**src/hw/usbef_pkg.sv**
```systemverilog
package usbef_pkg;

   // register addresses on the plain register port
   localparam logic [7:0] ADDR_FUNC = 8'h48;
   localparam logic [7:0] ADDR_EP0_IRQ = 8'h49;
   localparam logic [7:0] ADDR_EP12_IRQ = 8'h4A;
   localparam logic [7:0] ADDR_EP0_CTRL = 8'h4B;
   localparam logic [7:0] ADDR_EP12_CTRL = 8'h4C;
   localparam logic [7:0] ADDR_EP0_BUF = 8'h20;
   localparam logic [7:0] ADDR_EP12_BUF = 8'h28;
   localparam logic [7:0] RESET_VAL = 8'h00;
   localparam int unsigned DOC_BUF_BYTES = 8;

   // function address register
   localparam int unsigned FA_EN = 7;
   // endpoint 0 flag register
   localparam int unsigned IF0_TX_FLAG = 7;
   localparam int unsigned IF0_RX_FLAG = 6;
   localparam int unsigned IF0_TX_IE = 5;
   localparam int unsigned IF0_RX_IE = 4;
   localparam int unsigned IF0_TX_CLR = 3;
   localparam int unsigned IF0_RX_CLR = 2;
   // endpoint 1/2 flag register
   localparam int unsigned IF12_TX_FLAG = 7;
   localparam int unsigned IF12_TX_IE = 5;
   localparam int unsigned IF12_TX_CLR = 3;
   // control registers; bit 6 is stall on ep0, target select on ep1/2
   localparam int unsigned CT_TOGGLE = 7;
   localparam int unsigned CT_STALL = 6;
   localparam int unsigned CT_SEL = 6;
   localparam int unsigned CT_TX_EN = 5;
   localparam int unsigned CT_RX_EN = 4;

   typedef enum logic [1:0] {
      PID_IN = 2'b00,
      PID_OUT = 2'b01,
      PID_SETUP = 2'b10
   } usbef_pid_e;

   typedef enum logic [1:0] {
      HS_NAK = 2'b00,
      HS_STALL = 2'b01,
      HS_DATA = 2'b10,
      HS_ACCEPT = 2'b11
   } usbef_hs_e;

   typedef struct packed {
      logic valid;
      usbef_pid_e pid;
      logic [6:0] addr;
      logic [3:0] ep;
   } usbef_tok_s;

   typedef struct packed {
      logic valid;
      logic [2:0] idx;
      logic [7:0] data;
   } usbef_rxb_s;

   typedef struct packed {
      logic valid;
      usbef_hs_e code;
      logic data1;
      logic [3:0] count;
   } usbef_resp_s;

   typedef struct packed {
      logic [7:0] addr;
      logic [7:0] wdata;
      logic wr;
      logic rd;
   } usbef_bus_s;

endpackage : usbef_pkg

```
**src/hw/usbef_core.sv**
```systemverilog
// The plain strobed port was decided locally.
`timescale 1ns/1ns
// What this block does
// - function inactive unless enable bit set
// - seven-bit function address, software written
// - ep0 transmit flag set on host ACK
// - ep0 transmit flag set NAKs IN
// - ep0 transmit flag cleared by write-one
// - ep0 receive flag set after ACKed packet
// - ep0 receive flag set NAKs OUT
// - ep0 receive clear bit write-one, stateless
// - ep0 transmit interrupt when flag and enable
// - ep0 receive interrupt when flag and enable
// - shared ep1/2 transmit flag on host ACK
// - shared flag set NAKs ep1/2 IN
// - shared flag cleared by write-one only
// - shared flag interrupt when enabled
// - toggle bit picks DATA1 or DATA0
// - stall bit stalls; SETUP clears it
// - ep0 IN NAK unless enabled, flag clear
// - ep0 OUT NAK unless enabled, flag clear
// - four-bit transmit byte count
// - eight-byte data buffers
// - ep1/2 IN NAK unless enabled, flag clear
// - target select NAKs wrong endpoint
module usbef_core #(
   parameter int unsigned BUF_BYTES = 8
) (
   input wire logic i_clk,
   input wire logic i_rstn,
   input wire usbef_pkg::usbef_bus_s i_bus,
   output logic [7:0] o_rdata,
   input wire usbef_pkg::usbef_tok_s i_tok,
   input wire logic i_host_ack,
   input wire logic i_rx_done,
   input wire usbef_pkg::usbef_rxb_s i_rx_byte,
   input wire logic [2:0] i_tx_idx,
   output logic [7:0] o_tx_data,
   output usbef_pkg::usbef_resp_s o_resp,
   output logic o_irq
);
   import usbef_pkg::*;

   initial begin
      if (BUF_BYTES == 0 || BUF_BYTES > DOC_BUF_BYTES) begin
         $error("BUF_BYTES must be 1 to 8");
      end
   end

   typedef struct packed {
      logic fn_en;
      logic [6:0] fn_addr;
      logic tx0_flag;
      logic rx0_flag;
      logic tx0_ie;
      logic rx0_ie;
      logic tx12_flag;
      logic tx12_ie;
      logic toggle0;
      logic stall0;
      logic tx0_en;
      logic rx0_en;
      logic [3:0] cnt0;
      logic toggle12;
      logic tgt_sel;
      logic tx12_en;
      logic [3:0] cnt12;
      logic pend_in0;
      logic pend_in12;
      logic pend_out0;
      logic [7:0][7:0] ep0_tx;
      logic [7:0][7:0] ep0_rx;
      logic [7:0][7:0] ep12_tx;
      logic [7:0] rdata;
      logic [7:0] tx_data;
      usbef_resp_s resp;
   } usbef_state_s;

   usbef_state_s q;
   usbef_state_s d;

   // buffer window decode, used for reads and writes
   function automatic logic buf_hit(input logic [7:0] addr, input logic [7:0] base);
      logic [7:0] off;
      off = addr - base;
      buf_hit = (addr >= base) && (off < 8'(BUF_BYTES));
   endfunction : buf_hit

   logic tok_mine;
   logic tok_ep0;
   logic tok_ep12;
   logic wr_if0;
   logic wr_if12;
   logic set_tx0;
   logic set_rx0;
   logic set_tx12;
   logic [2:0] bidx;

   assign tok_mine = i_tok.valid && q.fn_en && (i_tok.addr == q.fn_addr);
   assign tok_ep0 = tok_mine && (i_tok.ep == 4'h0);
   assign tok_ep12 = tok_mine && ((i_tok.ep == 4'h1) || (i_tok.ep == 4'h2));
   assign wr_if0 = i_bus.wr && (i_bus.addr == ADDR_EP0_IRQ);
   assign wr_if12 = i_bus.wr && (i_bus.addr == ADDR_EP12_IRQ);
   assign set_tx0 = q.pend_in0 && i_host_ack;
   assign set_rx0 = q.pend_out0 && i_rx_done;
   assign set_tx12 = q.pend_in12 && i_host_ack;
   assign bidx = i_bus.addr[2:0];

   always_comb begin
      d = q;
      d.resp = '0;
      d.rdata = RESET_VAL;
      d.tx_data = q.ep0_tx[i_tx_idx];

      // transaction outcome consumed by the first acknowledge or done
      if (i_host_ack) begin
         d.pend_in0 = 1'b0;
         d.pend_in12 = 1'b0;
      end
      if (i_rx_done) begin
         d.pend_out0 = 1'b0;
      end

      // receive bytes only land while an accepted OUT/SETUP is open
      if (i_rx_byte.valid && q.pend_out0 && (32'(i_rx_byte.idx) < BUF_BYTES)) begin
         d.ep0_rx[i_rx_byte.idx] = i_rx_byte.data;
      end

      // register writes
      if (i_bus.wr) begin
         if (i_bus.addr == ADDR_FUNC) begin
            d.fn_en = i_bus.wdata[FA_EN];
            d.fn_addr = i_bus.wdata[6:0];
         end else if (i_bus.addr == ADDR_EP0_IRQ) begin
            d.tx0_ie = i_bus.wdata[IF0_TX_IE];
            d.rx0_ie = i_bus.wdata[IF0_RX_IE];
         end else if (i_bus.addr == ADDR_EP12_IRQ) begin
            d.tx12_ie = i_bus.wdata[IF12_TX_IE];
         end else if (i_bus.addr == ADDR_EP0_CTRL) begin
            d.toggle0 = i_bus.wdata[CT_TOGGLE];
            d.stall0 = i_bus.wdata[CT_STALL];
            d.tx0_en = i_bus.wdata[CT_TX_EN];
            d.rx0_en = i_bus.wdata[CT_RX_EN];
            d.cnt0 = i_bus.wdata[3:0];
         end else if (i_bus.addr == ADDR_EP12_CTRL) begin
            d.toggle12 = i_bus.wdata[CT_TOGGLE];
            d.tgt_sel = i_bus.wdata[CT_SEL];
            d.tx12_en = i_bus.wdata[CT_TX_EN];
            d.cnt12 = i_bus.wdata[3:0];
         end else if (buf_hit(i_bus.addr, ADDR_EP0_BUF)) begin
            d.ep0_tx[bidx] = i_bus.wdata;
         end else if (buf_hit(i_bus.addr, ADDR_EP12_BUF)) begin
            d.ep12_tx[bidx] = i_bus.wdata;
         end
      end

      // register reads, answered next cycle
      if (i_bus.rd) begin
         if (i_bus.addr == ADDR_FUNC) begin
            d.rdata = {q.fn_en, q.fn_addr};
         end else if (i_bus.addr == ADDR_EP0_IRQ) begin
            // clear bits hold no state and read as zero
            d.rdata = RESET_VAL;
            d.rdata[IF0_TX_FLAG] = q.tx0_flag;
            d.rdata[IF0_RX_FLAG] = q.rx0_flag;
            d.rdata[IF0_TX_IE] = q.tx0_ie;
            d.rdata[IF0_RX_IE] = q.rx0_ie;
         end else if (i_bus.addr == ADDR_EP12_IRQ) begin
            d.rdata = RESET_VAL;
            d.rdata[IF12_TX_FLAG] = q.tx12_flag;
            d.rdata[IF12_TX_IE] = q.tx12_ie;
         end else if (i_bus.addr == ADDR_EP0_CTRL) begin
            d.rdata = {q.toggle0, q.stall0, q.tx0_en, q.rx0_en, q.cnt0};
         end else if (i_bus.addr == ADDR_EP12_CTRL) begin
            d.rdata = {q.toggle12, q.tgt_sel, q.tx12_en, 1'b0, q.cnt12};
         end else if (buf_hit(i_bus.addr, ADDR_EP0_BUF)) begin
            // ep0 buffer reads show received bytes
            d.rdata = q.ep0_rx[bidx];
         end
      end

      d.tx0_flag = (q.tx0_flag && !(wr_if0 && i_bus.wdata[IF0_TX_CLR])) || set_tx0;
      d.rx0_flag = (q.rx0_flag && !(wr_if0 && i_bus.wdata[IF0_RX_CLR])) || set_rx0;
      d.tx12_flag = (q.tx12_flag && !(wr_if12 && i_bus.wdata[IF12_TX_CLR])) || set_tx12;

      // token handling; a new token closes older transactions
      if (tok_ep0 || tok_ep12) begin
         d.pend_in0 = 1'b0;
         d.pend_in12 = 1'b0;
         d.pend_out0 = 1'b0;
         d.resp.valid = 1'b1;
         d.resp.code = HS_NAK;
      end
      if (tok_ep0) begin
         if (i_tok.pid == PID_SETUP) begin
            d.stall0 = 1'b0;
            d.resp.code = HS_ACCEPT;
            d.pend_out0 = 1'b1;
         end else if (q.stall0) begin
            d.resp.code = HS_STALL;
         end else if (i_tok.pid == PID_IN) begin
            if (q.tx0_en && !q.tx0_flag) begin
               d.resp.code = HS_DATA;
               d.resp.data1 = q.toggle0;
               d.resp.count = q.cnt0;
               d.pend_in0 = 1'b1;
            end
         end else if (i_tok.pid == PID_OUT) begin
            if (q.rx0_en && !q.rx0_flag) begin
               d.resp.code = HS_ACCEPT;
               d.pend_out0 = 1'b1;
            end
         end
      end
      if (tok_ep12 && (i_tok.pid == PID_IN)) begin
         if (q.tx12_en && !q.tx12_flag && ((i_tok.ep == 4'h2) == q.tgt_sel)) begin
            d.resp.code = HS_DATA;
            d.resp.data1 = q.toggle12;
            d.resp.count = q.cnt12;
            d.pend_in12 = 1'b1;
         end
      end

      // shared buffer drives the byte port while it owns the transfer
      if (q.pend_in12) begin
         d.tx_data = q.ep12_tx[i_tx_idx];
      end
   end

   always_ff @(posedge i_clk) begin
      if (!i_rstn) begin
         q <= '0;
      end else begin
         q <= d;
      end
   end

   assign o_rdata = q.rdata;
   assign o_tx_data = q.tx_data;
   assign o_resp = q.resp;
   assign o_irq = (q.tx0_flag && q.tx0_ie) || (q.rx0_flag && q.rx0_ie)
      || (q.tx12_flag && q.tx12_ie);
endmodule : usbef_core

```
**config.mk**
```make
export PLATFORM = sky130hd
export DESIGN_NAME = usbef_core
export DESIGN_NICKNAME = d
export VERILOG_FILES = /design/src/hw/usbef_pkg.sv /design/src/hw/usbef_core.sv
export SDC_FILE = /design/constraint.sdc
export NUM_CORES = 1
export LEC_CHECK = 0
export BUFFER_PORTS_ARGS = -buffer_cell sky130_fd_sc_hd__buf_2
export CORE_ASPECT_RATIO = 1.5
export CORE_MARGIN = 2
export CORE_UTILIZATION = 68
export CTS_BUF_LIST = sky130_fd_sc_hd__clkbuf_4
export DETAILED_ROUTE_END_ITERATION = 10
export PLACE_DENSITY = 0.91
export SETUP_SLACK_MARGIN = 0.02
export SYNTH_ARGS = -nofsm -noshare
export SYNTH_HDL_FRONTEND = slang
export SYNTH_SLANG_ARGS = --single-unit
export TNS_END_PERCENT = 100
```
**constraint.sdc**
```tcl
create_clock -name i_clk -period 3.9 [get_ports i_clk]
set_clock_uncertainty 0.1 [all_clocks]
set_input_delay 0.195 -clock i_clk [delete_from_list [all_inputs] [get_ports i_clk]]
set_output_delay 0.195 -clock i_clk [all_outputs]
set_load 0.1 [all_outputs]
```
# After elaboration in Yosys (flattened, before gate mapping)
# Index checks and enable logic that the tools add are counted.
# word_totals
reg_bits	248
inputBits	51
word_cells	187
# classes
addsub	2
order_cmp	9
n_eq_ne	11
n_mux	58
bitwise_logic	6
n_reduce_logical	51
# ops
cell	n
64-bit bitwise mux	3
8-bit 2-to-1 mux	12
8-bit binary-select mux with 3-bit select	3
14-bit 2-to-1 mux	4
7-bit 2-to-1 mux	7
8-bit demux with 3-bit select	2
8-bit by 7-bit equality test with 1-bit output, second input constant	5
1-bit logical AND	28
8-bit by 6-bit >= comparator with 1-bit output, second input constant	2
8-bit by 4-bit less-than comparator with 1-bit output, second input constant	2
1-bit 2-to-1 mux	16
8-bit by 6-bit subtractor with 8-bit output, second input constant	2
5-bit 2-to-1 mux	3
3-bit by 4-bit less-than comparator with 1-bit output, second input constant	3
2-bit 2-to-1 mux	6
8-bit AND reduction	1
7-bit equality test	1
1-bit logical OR	7
7-bit AND reduction	1
3-bit by 1-bit >= comparator with 1-bit output, second input constant	2
1-bit zero test	6
3-bit 2-to-1 mux	2
1-bit inverter	6
6-bit AND reduction	1
other kinds (11)	12

# Logic depth before layout (Yosys ltp)
# logic_depth
ltp_word	13
depth_mapped	9
ltp_nobuf	7

# Worst setup path after synthesis
# OpenSTA, ideal clock, no wires.
# synth_path
kind	input-to-reg
from	input i_bus[16] (netlist bit)
to	register q[153] (netlist bit)
setup_ps	70
t_arrival_ps	1640
t_required_ps	3730
slack_ps	2090
cell_stages	9
path_buffers	3
path_cell_list	inv_1 ha_1 nand2_1 nor4_2 buf_2 buf_2 buf_2 nand3_1 a21oi_1
# synth_between
elab_chain_len	4
word_cells_on_any_way	15
classes_between	1 x add/sub; 2 x order compare; 5 x eq/ne; 5 x bitwise; 2 x reduce/logical
# synth_lines
item	line_no	source
start: declaration	usbef_core.sv:31	input wire usbef_pkg::usbef_bus_s i_bus,
8-bit by 6-bit subtractor with 8-bit output	usbef_core.sv:85	off = addr - base;
8-bit by 4-bit less-than comparator with 1-bit output	usbef_core.sv:86	buf_hit = (addr >= base) && (off < 8'(BUF_BYTES));
1-bit logical AND	usbef_core.sv:86	
7-bit AND reduction (no source line) (*)	n/a	
end signal: assignment	usbef_core.sv:232	q <= '0;
end signal: assignment	usbef_core.sv:234	q <= d;
end: declaration	usbef_core.sv:79	usbef_state_s q;
# Mark *: on every way between the ends. The rest lies on a longest branch, timed or not.
# A chain may end at the register's enable or synchronous reset.

# Final worst setup path
# layout_path
from	register q[244] (netlist bit)
to	register q[217] (netlist bit)
# layout_between
elab_chain_len	7
word_cells_on_any_way	9
classes_between	1 x eq/ne; 3 x mux; 5 x reduce/logical
# layout_lines
item	line_no	source
7-bit equality test (*)	usbef_core.sv:99	assign tok_mine = i_tok.valid && q.fn_en && (i_tok.addr == q.fn_addr);
1-bit logical AND (*)	usbef_core.sv:99	
1-bit logical AND, on equally long branches	usbef_core.sv:100, usbef_core.sv:101	
1-bit logical OR	usbef_core.sv:187	if (tok_ep0 || tok_ep12) begin
3-bit 2-to-1 mux	usbef_core.sv:187	
1-bit 2-to-1 mux	usbef_core.sv:216	if (q.tx12_en && !q.tx12_flag && ((i_tok.ep == 4'h2) == q.tgt_sel)) begin
1-bit 2-to-1 mux (*)	usbef_core.sv:215	if (tok_ep12 && (i_tok.pid == PID_IN)) begin
# Marked as above.

==> impl_metrics.tcl <==
set metrics [dict create \
    grt_usage 0.364 \
    crit_family "buffers and inverters" \
    tightest_slew_ns 1.02 \
    r2r_cells 6 \
    leakage_nw 5.03 \
    wl_per_cell_um 21.4 \
    tns_ns 0 \
    avgSynthCellArea_um2 9.82 \
    initial_core_util 0.691 \
    grt_pass1_wl_um 49600 \
    ir_drop_v 0.000308 \
    dp_slack_ns 1.13 \
    status "completed" \
    relSlewSlack 0.319 \
    nets 1270 \
    max_cap_viol_count 0 \
    crit_path_cell_trace "xnor2_1 > nand2_1 > dlygate4sd3_1 > nor4_2 > dlygate4sd3_1 > o21a_1" \
    cts-root-buf "clkbuf_4" \
    dp_hpwl_um 19600 \
    rsz0062_at_grt "no" \
    post_cts_buffers 0 \
    drcViolationCount 0 \
    power.density_nw_per_um2 386 \
    max_freq_ghz 0.334 \
    dieWidth_um 109 \
    setup.worst_path.end_class "flip-flop" \
    cpMostUsedCell "dlygate4sd3_1" \
    worst_ep_required_time_ns 4.48 \
    antenna_found_initial 1 \
    vias_per_cell 6.50 \
    cts_resized 0 \
    setup_ws_ns 0.910 \
    finalCriticalPeriod_ns 2.99 \
    yosysWarnings 0 \
    dr.pass1.iters 6 \
    num_vias 9465 \
    worst_hold_slack_ns 0.0256 \
    drt_iter0_drc 1033 \
    finalCritPeriodShare 0.767 \
    start_kind "flip-flop" \
    synth_nets 1194 \
    syn-cell-area_um2 11200 \
    synth-main-ff-cell "dfxtp_1" \
    hp-class "primary input to flip-flop" \
    path_depth 6 \
    seq_power_share 0.528 \
    power.internal_mw 3.59 \
    postCtsHoldBufs 37 \
    p_clk_frac 0.413 \
    setup_viol 0 \
    yosysSeqAreaShare 0.444 \
    ant_nets 0 \
    numCtsBuffers 56 \
    drt-total-wl_um 31100 \
    criticalPathCategory "flip-flop to flip-flop" \
    final_util 0.768 \
    cp_max_fo 7 \
    grt_max_degree 132 \
    fp.dieArea_um2 17500 \
    areaGrowthSynthToFinish_pct 11.2 \
    worstPathArrival_ns 3.57 \
    htreeDepth 2 \
    rows 57 \
    synthDistinctLibCells 61 \
    clk_pin_slew_ns 0.09 \
    clockBufferDepth 3 \
    slew_violations 0 \
    synth_edf_count 0 \
    cpPeakStageDelay_ns 0.72 \
    hold_depth 5 \
    synth-seq-cells 248 \
    port_buffers 75 \
    insertion_delay_ns 0.73 \
    synthCells 1139 \
    die_h_um 161 \
    overflow 0 \
    ys_async_sr_fraction 0 \
    cts_tree "done" \
    p_comb_frac 0.059 \
    slowest_stage "nor4_2" \
    grt_pass1_vias 9608 \
    ioPinCount 76 \
    p_switching_mw 1.21 \
    core_area_um2 16200 \
    layout-drive-gt1-share 0.178 \
    gp_congestion 0.924 \
    critPathBufInv 2 \
    clock-sinks 248 \
    hold_viol 0 \
    netSwitchingFraction 0.252 \
]
[cell type report]
cell class / instances / area (µm²)
fill: 983 / 3760
inverter: 9 / 35.0
sequential: 248 / 4960
timing repair buffer: 131 / 903
multi-input combinational: 769 / 5610
clock buffer: 76 / 571
clock inverter: 16 / 91.3
tap: 206 / 258
antenna: 1 / 2.50
[power groups by stage]
stage	logic [mW]	clock network (mW)	registers (mW)
2_1_floorplan	0.173	0	2.59
3_3_place_gp	0.246	0	2.59
3_5_place_dp	0.251	0	2.59
4_1_cts	0.277	1.99	2.53
5_1_grt	0.299	2.13	2.53
6_report	0.284	1.99	2.53
[metrics by stage]
step           cells  power, mW  cell area (µm²)
3_3_place_gp    1326       2.84            11400
3_5_place_dp    1326       2.84            11400
6_report        1456       4.80            12400
4_1_cts         1455       4.80            12400
2_1_floorplan   1139       2.77            11200
5_1_grt         1456       4.96            12400
[metal layers]
| layer | GRT usage | vias to the layer above | wire length (µm) |
|---|---|---|---|
| met5 | 0 | - | 0 |
| met4 | 0.258 | 0 | 2280 |
| met3 | 0.0730 | 178 | 2690 |
| met2 | 0.611 | 622 | 15700 |
| met1 | 0.407 | 4445 | 10500 |
| li1 | - | 4220 | - |
[placed cells by master, fill, tap and decap left out, drive strengths merged, types with 8 or more instances in the layout]
master	instances
buf	94
nand3	122
mux2i	128
a21oi	51
clkinv	14
xnor2	8
clkbuf	76
and2	11
nor2b	19
a21boi	20
nor2	101
a22oi	15
dlygate4sd3	37
nand2	124
inv	10
o21ai	47
mux4	48
dfxtp	248
[cells in the mapped netlist, types with 8 or more instances]
cell	n	share of area
buf_2	19	0.0085
mux4_1	24	0.056
inv_1	8	0.0027
buf_4	25	0.017
clkbuf_1	55	0.018
and2_1	11	0.0062
a22oi_1	15	0.010
mux2i_1	128	0.11
mux4_2	24	0.048
nand3_1	119	0.053
buf_1	10	0.0034
xnor2_1	8	0.0063
nand2_1	124	0.042
a21boi_0	20	0.013
dfxtp_1	248	0.44
nor2_1	94	0.032
o21ai_0	47	0.021
nor2b_1	19	0.011
a21oi_1	51	0.023
[sequential cells by signal, summed over array words and instances, names as in the netlist]
signal,count
o_rdata,8
o_resp,8
o_tx_data,8
q,224
[worst reg2reg max path, delay by kind of cell, from the launching register on]
| family | cells | cell delay, ns |
|---|---|---|
| xor+xnor | 1 | 0.28 |
| compound gates | 1 | 0.11 |
| simple gates | 2 | 0.84 |
| flops | 1 | 0.36 |
| buf+inv | 2 | 1.25 |
[final timing paths]
kind / endpoint / startpoint / slack (ns)
hold reg to reg: q[158]$_SDFFE_PN0P_ / q[158]$_SDFFE_PN0P_ / 0.35
hold / removal: q[140]$_SDFFE_PN0P_ / i_rx_byte[10] / 0.03
setup / recovery: q[217]$_SDFF_PN0_ / q[244]$_SDFFE_PN0P_ / 0.91
setup reg to reg: q[217]$_SDFF_PN0_ / q[244]$_SDFFE_PN0P_ / 0.91
[kinds of logic (layout without fill, tap and decap cells)]
group           count (synthesis)  in the layout  share of synthesized area
mux                           180            180                      0.223
simple gates                  413            413                      0.176
buf+inv                       122            232                     0.0556
other cells                     0              1                          0
fa+ha+maj                       4              4                    0.00447
compound gates                163            163                     0.0897
flops                         248            248                      0.444
xor+xnor                        9              9                    0.00705
Power figures use the tool's default switching activity.
